### src/hdl/pcr_pkg.sv
`default_nettype none

package pcr_pkg;

	// ----------------------------------------------------------------
	// Register addresses
	// ----------------------------------------------------------------
	localparam logic [7:0] PCR_ADDR_STATUS     = 8'h00;
	localparam logic [7:0] PCR_ADDR_SECOND_CTL = 8'h01;
	localparam logic [7:0] PCR_ADDR_PLL_LOOP   = 8'h02;
	localparam logic [7:0] PCR_ADDR_CAL_CTL    = 8'h03;
	localparam logic [7:0] PCR_ADDR_RAMP_LO    = 8'h04;
	localparam logic [7:0] PCR_ADDR_RAMP_HI    = 8'h05;
	localparam logic [7:0] PCR_ADDR_RISE_STEP  = 8'h06;
	localparam logic [7:0] PCR_ADDR_FALL_STEP  = 8'h07;
	localparam logic [7:0] PCR_ADDR_SLOPE_RATE = 8'h08;

	// ----------------------------------------------------------------
	// Field positions
	// ----------------------------------------------------------------
	localparam int PCR_STATUS_LOCK_BIT   = 24;
	localparam int PCR_RAMP_ENABLE_BIT   = 19;
	localparam int PCR_CP_MANUAL_BIT     = 6;
	localparam int PCR_CP_CODE_LSB       = 3;
	localparam int PCR_CP_CODE_MSB       = 5;
	localparam int PCR_LOCK_DET_EN_BIT   = 2;
	localparam int PCR_LOCK_WIN_LSB      = 0;
	localparam int PCR_LOCK_WIN_MSB      = 1;
	localparam int PCR_AUX_DIV_PD_BIT    = 26;
	localparam int PCR_CAL_CLK_PD_BIT    = 25;
	localparam int PCR_CAL_START_BIT     = 24;
	localparam int PCR_CAL_FILL_MSB      = 23;
	localparam int PCR_RATE_NEG_LSB      = 16;
	localparam int PCR_RATE_NEG_MSB      = 31;
	localparam int PCR_RATE_POS_MSB      = 15;

	// ----------------------------------------------------------------
	// Reset values
	// ----------------------------------------------------------------
	localparam logic [31:0] PCR_RESET_WORD = 32'h0000_0000;
	localparam logic [23:0] PCR_CAL_FILL_RESET = 24'h00_0000;

	// ----------------------------------------------------------------
	// Lock window
	// ----------------------------------------------------------------
	localparam int         PCR_LOCK_CNT_W   = 11;
	localparam logic [10:0] PCR_LOCK_MIN_CYC = 11'h080;

	// Lock window length in reference cycles for a two-bit code
	function automatic logic [10:0] pcrLockCycles(input logic [1:0] code);
		pcrLockCycles = PCR_LOCK_MIN_CYC << code;
	endfunction

	// ----------------------------------------------------------------
	// Carriers
	// ----------------------------------------------------------------
	typedef struct packed {
		logic        wrEn;
		logic        rdEn;
		logic [7:0]  addr;
		logic [31:0] wrData;
	} pcr_reg_req_t;

	typedef struct packed {
		logic        rdValid;
		logic [31:0] rdData;
	} pcr_reg_rsp_t;

	typedef struct packed {
		logic        enable;
		logic [31:0] lowerLimit;
		logic [31:0] upperLimit;
		logic [31:0] riseStep;
		logic [31:0] fallStep;
		logic [15:0] fallRate;
		logic [15:0] riseRate;
	} pcr_ramp_cfg_t;

	typedef struct packed {
		logic       manual;
		logic [2:0] code;
	} pcr_cp_cfg_t;

endpackage : pcr_pkg

`default_nettype wire

### src/hdl/pcr_config_regs.sv
`default_nettype none

// How it works
// - Manual bit set makes charge-pump current come from the three-bit code.
// - Lock detection runs only while the lock-detect enable bit is one.
// - Lock reported after error stays in window for 128, 256, 512 or 1024 cycles.
// - Lock condition reads back at bit 24 of address 0x00.
// - Auxiliary divider power-down zero enables sync output, one disables it.
// - Calibration clock runs only when both power-down bits are zero.
// - Writing one to the calibration start bit launches a converter calibration.
// - Ramp limit, step and rate values act only while ramp enable is one.
// - A 32-bit ramp lower limit lives at address 0x04.
// - A 32-bit ramp upper limit lives at address 0x05.
// - A 32-bit rising step size lives at address 0x06.
// - A 32-bit falling step size lives at address 0x07.
// - Upper 16 bits at 0x08 set the interval between decrement steps.
// - Lower 16 bits at 0x08 set the interval between increment steps.
// - Lock window counts cycles of the phase detector reference clock.
module pcr_config_regs
	import pcr_pkg::*;
(
	// Clock and reset
	input  wire logic          clk_sys,
	input  wire logic          rst_n,
	// Control port
	input  wire pcr_reg_req_t  regReq,
	output pcr_reg_rsp_t       regRsp,
	// PLL pins
	input  wire logic          refClkPin,
	input  wire logic          phaseInWindowPin,
	// PLL controls
	output pcr_cp_cfg_t        chargePump,
	output logic               pllLocked,
	// Clock gating and calibration
	output logic               syncOutEnable,
	output logic               dacCalClockEnable,
	output logic               dacCalStart,
	// Ramp sweep generator
	output pcr_ramp_cfg_t      rampCfg
);

	// ----------------------------------------------------------------
	// State
	// ----------------------------------------------------------------
	typedef struct packed {
		logic        rampEnable;
		logic        cpManual;
		logic [2:0]  cpCode;
		logic        lockDetEn;
		logic [1:0]  lockWinSel;
		logic        auxDivPd;
		logic        calClkPd;
		logic        calStart;
		logic [23:0] calFill;
		logic [31:0] rampLower;
		logic [31:0] rampUpper;
		logic [31:0] riseStep;
		logic [31:0] fallStep;
		logic [31:0] slopeRate;
		logic        rdValid;
		logic [31:0] rdData;
		pcr_cp_cfg_t   cpOut;
		pcr_ramp_cfg_t rampOut;
	} pcr_regs_state_t;

	pcr_regs_state_t stateReg;
	pcr_regs_state_t stateNext;

	logic        lockNow;
	logic [31:0] readWord;
	logic        wrSecond;
	logic        wrLoop;
	logic        wrCal;

	// ----------------------------------------------------------------
	// Lock detection
	// ----------------------------------------------------------------
	pcr_lock_detect uLockDetect
	(
		.clk_sys          (clk_sys),
		.rst_n            (rst_n),
		.refClkPin        (refClkPin),
		.phaseInWindowPin (phaseInWindowPin),
		.detectEnable     (stateReg.lockDetEn),
		.windowSel        (stateReg.lockWinSel),
		.pllLocked        (lockNow)
	);

	// ----------------------------------------------------------------
	// Read mux
	// ----------------------------------------------------------------
	// Any bit not listed here is open and reads zero.
	always_comb
	begin
		readWord = '0;
		unique case (regReq.addr)
			PCR_ADDR_STATUS:
			begin
				readWord[PCR_STATUS_LOCK_BIT] = lockNow;
			end
			PCR_ADDR_SECOND_CTL:
			begin
				readWord[PCR_RAMP_ENABLE_BIT] = stateReg.rampEnable;
			end
			PCR_ADDR_PLL_LOOP:
			begin
				readWord[PCR_CP_MANUAL_BIT]                  = stateReg.cpManual;
				readWord[PCR_CP_CODE_MSB:PCR_CP_CODE_LSB]    = stateReg.cpCode;
				readWord[PCR_LOCK_DET_EN_BIT]                = stateReg.lockDetEn;
				readWord[PCR_LOCK_WIN_MSB:PCR_LOCK_WIN_LSB]  = stateReg.lockWinSel;
			end
			PCR_ADDR_CAL_CTL:
			begin
				// Start bit is a trigger and always reads back as zero
				readWord[PCR_AUX_DIV_PD_BIT]  = stateReg.auxDivPd;
				readWord[PCR_CAL_CLK_PD_BIT]  = stateReg.calClkPd;
				readWord[PCR_CAL_FILL_MSB:0]  = stateReg.calFill;
			end
			PCR_ADDR_RAMP_LO:    readWord = stateReg.rampLower;
			PCR_ADDR_RAMP_HI:    readWord = stateReg.rampUpper;
			PCR_ADDR_RISE_STEP:  readWord = stateReg.riseStep;
			PCR_ADDR_FALL_STEP:  readWord = stateReg.fallStep;
			PCR_ADDR_SLOPE_RATE: readWord = stateReg.slopeRate;
			default:             readWord = '0;
		endcase
	end

	// ----------------------------------------------------------------
	// Write decode
	// ----------------------------------------------------------------
	assign wrSecond = regReq.wrEn && (regReq.addr == PCR_ADDR_SECOND_CTL);
	assign wrLoop   = regReq.wrEn && (regReq.addr == PCR_ADDR_PLL_LOOP);
	assign wrCal    = regReq.wrEn && (regReq.addr == PCR_ADDR_CAL_CTL);

	// ----------------------------------------------------------------
	// Next state
	// ----------------------------------------------------------------
	always_comb
	begin
		stateNext = stateReg;

		// Read answer, registered so data leaves from flops
		stateNext.rdValid = regReq.rdEn && !regReq.wrEn;
		if (regReq.rdEn && !regReq.wrEn)
			stateNext.rdData = readWord;

		// Calibration start is a one-cycle pulse
		stateNext.calStart = 1'b0;

		if (wrSecond)
			stateNext.rampEnable = regReq.wrData[PCR_RAMP_ENABLE_BIT];

		if (wrLoop)
		begin
			stateNext.cpManual   = regReq.wrData[PCR_CP_MANUAL_BIT];
			stateNext.cpCode     = regReq.wrData[PCR_CP_CODE_MSB:PCR_CP_CODE_LSB];
			stateNext.lockDetEn  = regReq.wrData[PCR_LOCK_DET_EN_BIT];
			stateNext.lockWinSel = regReq.wrData[PCR_LOCK_WIN_MSB:PCR_LOCK_WIN_LSB];
		end

		if (wrCal)
		begin
			stateNext.auxDivPd = regReq.wrData[PCR_AUX_DIV_PD_BIT];
			stateNext.calClkPd = regReq.wrData[PCR_CAL_CLK_PD_BIT];
			stateNext.calFill  = regReq.wrData[PCR_CAL_FILL_MSB:0];
			stateNext.calStart = regReq.wrData[PCR_CAL_START_BIT];
		end

		if (regReq.wrEn)
		begin
			unique case (regReq.addr)
				PCR_ADDR_RAMP_LO:    stateNext.rampLower = regReq.wrData;
				PCR_ADDR_RAMP_HI:    stateNext.rampUpper = regReq.wrData;
				PCR_ADDR_RISE_STEP:  stateNext.riseStep  = regReq.wrData;
				PCR_ADDR_FALL_STEP:  stateNext.fallStep  = regReq.wrData;
				PCR_ADDR_SLOPE_RATE: stateNext.slopeRate = regReq.wrData;
				default:             ;
			endcase
		end

		// Charge-pump code only counts once the manual bit is set
		stateNext.cpOut.manual = stateNext.cpManual;
		stateNext.cpOut.code   = stateNext.cpManual ? stateNext.cpCode : '0;

		// Ramp values are held at zero while the sweep is disabled, so
		// a half-programmed set never leaks into the sweep engine.
		stateNext.rampOut = '0;
		stateNext.rampOut.enable = stateNext.rampEnable;
		if (stateNext.rampEnable)
		begin
			stateNext.rampOut.lowerLimit = stateNext.rampLower;
			stateNext.rampOut.upperLimit = stateNext.rampUpper;
			stateNext.rampOut.riseStep   = stateNext.riseStep;
			stateNext.rampOut.fallStep   = stateNext.fallStep;
			stateNext.rampOut.fallRate   = stateNext.slopeRate[PCR_RATE_NEG_MSB:PCR_RATE_NEG_LSB];
			stateNext.rampOut.riseRate   = stateNext.slopeRate[PCR_RATE_POS_MSB:0];
		end
	end

	// ----------------------------------------------------------------
	// Registers
	// ----------------------------------------------------------------
	always_ff @(posedge clk_sys or negedge rst_n)
	begin
		if (!rst_n)
		begin
			stateReg           <= '0;
			stateReg.calFill   <= PCR_CAL_FILL_RESET;
			stateReg.rampLower <= PCR_RESET_WORD;
			stateReg.rampUpper <= PCR_RESET_WORD;
			stateReg.riseStep  <= PCR_RESET_WORD;
			stateReg.fallStep  <= PCR_RESET_WORD;
			stateReg.slopeRate <= PCR_RESET_WORD;
		end
		else
		begin
			stateReg <= stateNext;
		end
	end

	// ----------------------------------------------------------------
	// Outputs
	// ----------------------------------------------------------------
	assign regRsp.rdValid    = stateReg.rdValid;
	assign regRsp.rdData     = stateReg.rdData;
	assign chargePump        = stateReg.cpOut;
	assign pllLocked         = lockNow;
	assign syncOutEnable     = !stateReg.auxDivPd;
	assign dacCalClockEnable = !stateReg.calClkPd && !stateReg.auxDivPd;
	assign dacCalStart       = stateReg.calStart;
	assign rampCfg           = stateReg.rampOut;

endmodule // pcr_config_regs

`default_nettype wire

### src/hdl/pcr_lock_detect.sv
`default_nettype none

module pcr_lock_detect
	import pcr_pkg::*;
(
	// Clock and reset
	input  wire logic       clk_sys,
	input  wire logic       rst_n,
	// Pins from the PLL
	input  wire logic       refClkPin,
	input  wire logic       phaseInWindowPin,
	// Configuration
	input  wire logic       detectEnable,
	input  wire logic [1:0] windowSel,
	// Status
	output logic            pllLocked
);

	typedef struct packed {
		logic [2:0]                refSync;
		logic [2:0]                winSync;
		logic                      refLvl;
		logic                      winLvl;
		logic [PCR_LOCK_CNT_W-1:0] count;
		logic                      locked;
	} pcr_lock_state_t;

	pcr_lock_state_t stateReg;
	pcr_lock_state_t stateNext;

	logic [PCR_LOCK_CNT_W-1:0] target;

	// ----------------------------------------------------------------
	// Window counter, advanced on each filtered reference rising edge
	// ----------------------------------------------------------------
	// The reference is oversampled, so it must stay well below a
	// quarter of the system clock rate for every edge to be seen.
	always_comb
	begin
		stateNext = stateReg;
		target    = pcrLockCycles(windowSel);
		stateNext.refSync = {stateReg.refSync[1:0], refClkPin};
		stateNext.winSync = {stateReg.winSync[1:0], phaseInWindowPin};
		if (stateReg.refSync[1] == stateReg.refSync[2])
			stateNext.refLvl = stateReg.refSync[2];
		if (stateReg.winSync[1] == stateReg.winSync[2])
			stateNext.winLvl = stateReg.winSync[2];
		if (!detectEnable)
		begin
			stateNext.count  = '0;
			stateNext.locked = 1'b0;
		end
		else if (stateNext.refLvl && !stateReg.refLvl)
		begin
			if (!stateReg.winLvl)
			begin
				stateNext.count  = '0;
				stateNext.locked = 1'b0;
			end
			else if (!stateReg.locked)
			begin
				if (stateReg.count == target - 11'h001)
					stateNext.locked = 1'b1;
				else
					stateNext.count = stateReg.count + 11'h001;
			end
		end
	end

	always_ff @(posedge clk_sys or negedge rst_n)
	begin
		if (!rst_n)
			stateReg <= '0;
		else
			stateReg <= stateNext;
	end

	assign pllLocked = stateReg.locked;

endmodule // pcr_lock_detect

`default_nettype wire

### config.mk
export PLATFORM = sky130hd
export DESIGN_NAME = pcr_config_regs
export DESIGN_NICKNAME = d
export VERILOG_FILES = /design/src/hdl/pcr_pkg.sv /design/src/hdl/pcr_config_regs.sv /design/src/hdl/pcr_lock_detect.sv
export SDC_FILE = /design/constraint.sdc
export NUM_CORES = 1
export LEC_CHECK = 0
export BUFFER_PORTS_ARGS = -buffer_cell sky130_fd_sc_hd__buf_2
export CAP_MARGIN = 0
export CORE_AREA = 2 2 177 179
export DETAILED_ROUTE_END_ITERATION = 10
export DIE_AREA = 0 0 179 181
export GPL_TIMING_DRIVEN = 0
export PLACE_DENSITY = 0.81
export SYNTH_ARGS = -nofsm -noshare
export SYNTH_HDL_FRONTEND = slang
export SYNTH_SLANG_ARGS = --single-unit
### constraint.sdc
create_clock -name clk_sys -period 3.2 [get_ports clk_sys]
set_input_delay 0.16 -clock clk_sys [delete_from_list [all_inputs] [get_ports clk_sys]]
set_output_delay 0.16 -clock clk_sys [all_outputs]
set_load 0.05 [all_outputs]
==> summary.md <==
| Metric | Value |
|---|---|
| Worst Setup Start Kind | input pin |
| Worst Setup EP | rampCfg[83] |
| Total track usage | 28.0% |
| Setup Viol. Count Final | 0 |
| Setup Skew | roughly 21 ps |
| Hold Fails Final Rpt | 0 |
| Count of pins over their slew limit | 0 |
| Crit share post-route | 90.1% |
| Filler cell count | roughly 2100 |
| Status | finished clean |
| Clock tree root buffer cell | clkbuf_16 |
| Hold Path Depth | 3 |
| Sw power | 2.68 mW |
| Internal power | 8.69 mW |
| Die area | 0.0324 mm² |
| Routed Antenna Nets | 0 |
| Maximum buffer depth of the clock tree | 3 |
| Starting Density | ~58% |
| Number of global-route vias before repair | 12371 |
| Starting DRT DRC Count | 1082 |
| CP arrival | roughly 3300 ps |
| Power per cell area | 539 mW/mm² |
| Placed Instances | 2155 |
| Syn Inst Count | 1511 |
| Worst skew pair latency | between 500 and 600 ps |
| Crit path time final | 2880 ps |
| Port Buffers | 245 |
| Post-Route WL | 44.5 mm |
| Layout area overhead | 20.6% |
| Worst Reg2Reg Path Length in Cells | 7 |
| Vias | around 12000 |
| Fmax | 347 MHz |
| Clock sink total | 411 |
| Post-DP HPWL | approximately 30 mm |
| Non-filler cells, final | 2267 |
| Switching share of total power | a little under a quarter |
| First-pass GRT wire length | 68.6 mm |
| Post-synth ARST share | 100% |
| DRC Markers | 0 |
| Final WS setup | between 300 and 400 ps |
| CP Data Required Time | 3590 ps |
| Final GP Congestion | 0.846 |
| Die Y | 181 µm |
| RSZ-0062 raised after global routing | false |
| Worst setup path class | input pin to register |
| DR pass1 iterations | 5 |
| Mean Syn Cell Area | 11.6 µm² |
| Worst Setup SP | regReq[39] |
| Worst VDD drop | 409 µV |
| Post-CTS Repair Setup Buffers | 0 |
| Leakage power | 11.9 nW |
| Sequential-to-total area share from yosys stat | between 50% and 60% |
| Clock power share | between 40% and 50% |
| Proportion of layout cells with a drive suffix above 1 | roughly a third |
| Hold Crit Class | input pin to register |
| Reg clk slew, reported paths | 60 ps |
| Sequential Power Share | 48.0% |
| Site Rows | 64 |
| WL/cell | a little under 20 µm |
| Yosys reg bits | 411 |
| Mapped cell area | approximately 0.017 mm² |
| Ys Warns | 0 |
| CTS buffer count | 40 |
| CTS tree | yes |
| Layout net count | 1882 |
| Hold path startpoint | regReq[6] |
| Pre-CTS setup slack | -217 ps |
| Combinational power share | 7.7% |
| Syn_nets | 1558 |
| Library cells used by synthesis | 51 |
| Initial antenna violation count | 5 |
| FF-to-FF setup slack | 970 ps |
| Number of I/O pins | 248 |
| Worst slew pin tran | 949 ps |
| H-tree depth | 2 |
| R2R Path Start | uLockDetect.stateReg[1] |
| Drt via density | roughly 5.4 |
| Die Wd | 179 µm |
| Critical path capture point type | register |
| Slew HR | 36.7% |
| Gr ovfl total | 0 |
| CP Max Fanout | 10 |
| Core region area | 0.0303 mm² |
| FF-to-FF End | uLockDetect.stateReg[1] |
| Max-Cap Viols | 0 |
| Synth Flop Type | dfrtp_1 |
| Largest net degree at the start of global routing | 120 |
| Post-synth EDFFs | 0 |
## cell type report
class	instances	area, µm²	area share [%]
diodes	5	12.5	0.0593
multi-input cells	697	4890	23.2
inverters	132	495	2.35
flip-flops and latches	411	10300	48.7
clock inverters	16	226	1.07
repair buffers	282	1660	7.86
clock buffers	57	1210	5.72
well taps	396	495	2.35
plain buffers	271	1830	8.66
## how the worst min path moves through the flow
stage	end	slack [ps]
floorplan	chargePump[0]	-140
global placement	uLockDetect.stateNext[15]	270
detailed placement	rampCfg[35]	170
CTS	stateReg[204]	120
global route	chargePump[1]	170
finish	stateReg[204]	130
## cell usage after synthesis, types with 2 or more instances
master | instances | area [µm²]
nand2_1 | 103 | 387
a22o_1 | 10 | 87.6
mux4_2 | 29 | 653
maj3_1 | 2 | 20.0
clkbuf_1 | 36 | 135
buf_2 | 28 | 140
nor3_1 | 4 | 20.0
a222oi_1 | 3 | 30.0
nor3b_1 | 2 | 15.0
dfrtp_1 | 411 | 10300
a41oi_1 | 2 | 17.5
nand3b_1 | 2 | 15.0
nor3_2 | 2 | 20.0
mux2_2 | 33 | 372
nor4_1 | 2 | 12.5
a22oi_1 | 21 | 158
a221oi_1 | 6 | 52.6
nand4_1 | 2 | 12.5
a21oi_1 | 38 | 190
nand3_1 | 41 | 205
and2_1 | 3 | 18.8
a31oi_1 | 16 | 100
nand2b_1 | 3 | 18.8
mux2i_1 | 139 | 1390
inv_1 | 131 | 492
o21ai_0 | 35 | 175
buf_4 | 206 | 1550
nor2b_1 | 4 | 25.0
nor2_1 | 164 | 616
o31ai_1 | 10 | 75.1
o41ai_1 | 3 | 26.3
## state kept, by name, summed over array words and instances (netlist names)
name                   cells
stateReg                 192
rampCfg                  161
regRsp                    33
uLockDetect.stateReg      15
chargePump                 4
uLockDetect.stateNext      4
dacCalStart                1
uLockDetect.pllLocked      1
## cell families after synthesis
group / Yosys count / share of synthesized area, %
AOI/OAI and AO/OA: 148 / 5.40
xor gates and xnor gates: 1 / 0.0501
adders and majority gates: 3 / 0.186
buffers and inverters: 403 / 13.3
DFF: 411 / 58.8
muxes: 201 / 13.8
and+or+nand+nor: 344 / 8.52
## power by group through the flow
stage / logic [mW] / registers [mW] / clock network, mW
floorplan: 0.516 / 5.51 / 0
global placement: 0.806 / 5.54 / 0
detailed placement: 0.841 / 5.55 / 0
CTS: 0.882 / 5.46 / 5.09
global route: 0.953 / 5.47 / 5.31
finish: 0.878 / 5.46 / 5.04
## layer usage
layer  vias to the layer above  GRT usage, %  wire [µm]
met3                        84          4.27       2920
met1                      6147          37.8      18300
met5                         -             0         12
li1                       5443             -          -
met4                         2          10.3       1280
met2                       532          46.0      22000
## critical path: stages
cell	delay (ps)
buf_2	100
nor4_1	710
nand2b_1	110
clkbuf_2	220
nor3_2	240
mux2i_1	620
clkbuf_1	540
buf_2	420
nor2_1	130
## layout by cell type, fill, tap and decap left out, types with 4 or more instances in the layout
| cell | n |
|---|---|
| a21oi_1 | 38 |
| a221oi_1 | 6 |
| a22o_1 | 10 |
| a22oi_1 | 21 |
| a31oi_1 | 16 |
| buf_2 | 272 |
| buf_4 | 206 |
| bufinv_16 | 5 |
| clkbuf_1 | 40 |
| clkbuf_16 | 41 |
| clkbuf_8 | 12 |
| clkinv_2 | 5 |
| dfrtp_1 | 411 |
| diode_2 | 5 |
| dlygate4sd3_1 | 34 |
| inv_1 | 131 |
| mux2_2 | 33 |
| mux2i_1 | 139 |
| mux4_2 | 29 |
| nand2_1 | 103 |
| nand3_1 | 41 |
| nor2_1 | 164 |
| nor2b_1 | 4 |
| nor3_1 | 4 |
| o21ai_0 | 35 |
| o31ai_1 | 10 |
## through the flow
stage	total power, mW	hold WS [ps]	area, µm²	setup TNS (ps)	util [%]
6_report	11.4	135	21100	0	69.5
3_5_place_dp	6.39	167	19300	-14320	63.6
3_3_place_gp	6.35	268	19200	-2374910	63.3
5_1_grt	11.7	172	21100	0	69.5
2_1_floorplan	6.03	-136	17500	0	-
4_1_cts	11.4	124	21100	0	69.5
## what timing repair did
action,4_1_cts,5_1_grt
hold endpoints to repair,269,0
resized for setup,0,0
hold buffers,34,0
Power figures use the tool's default switching activity.
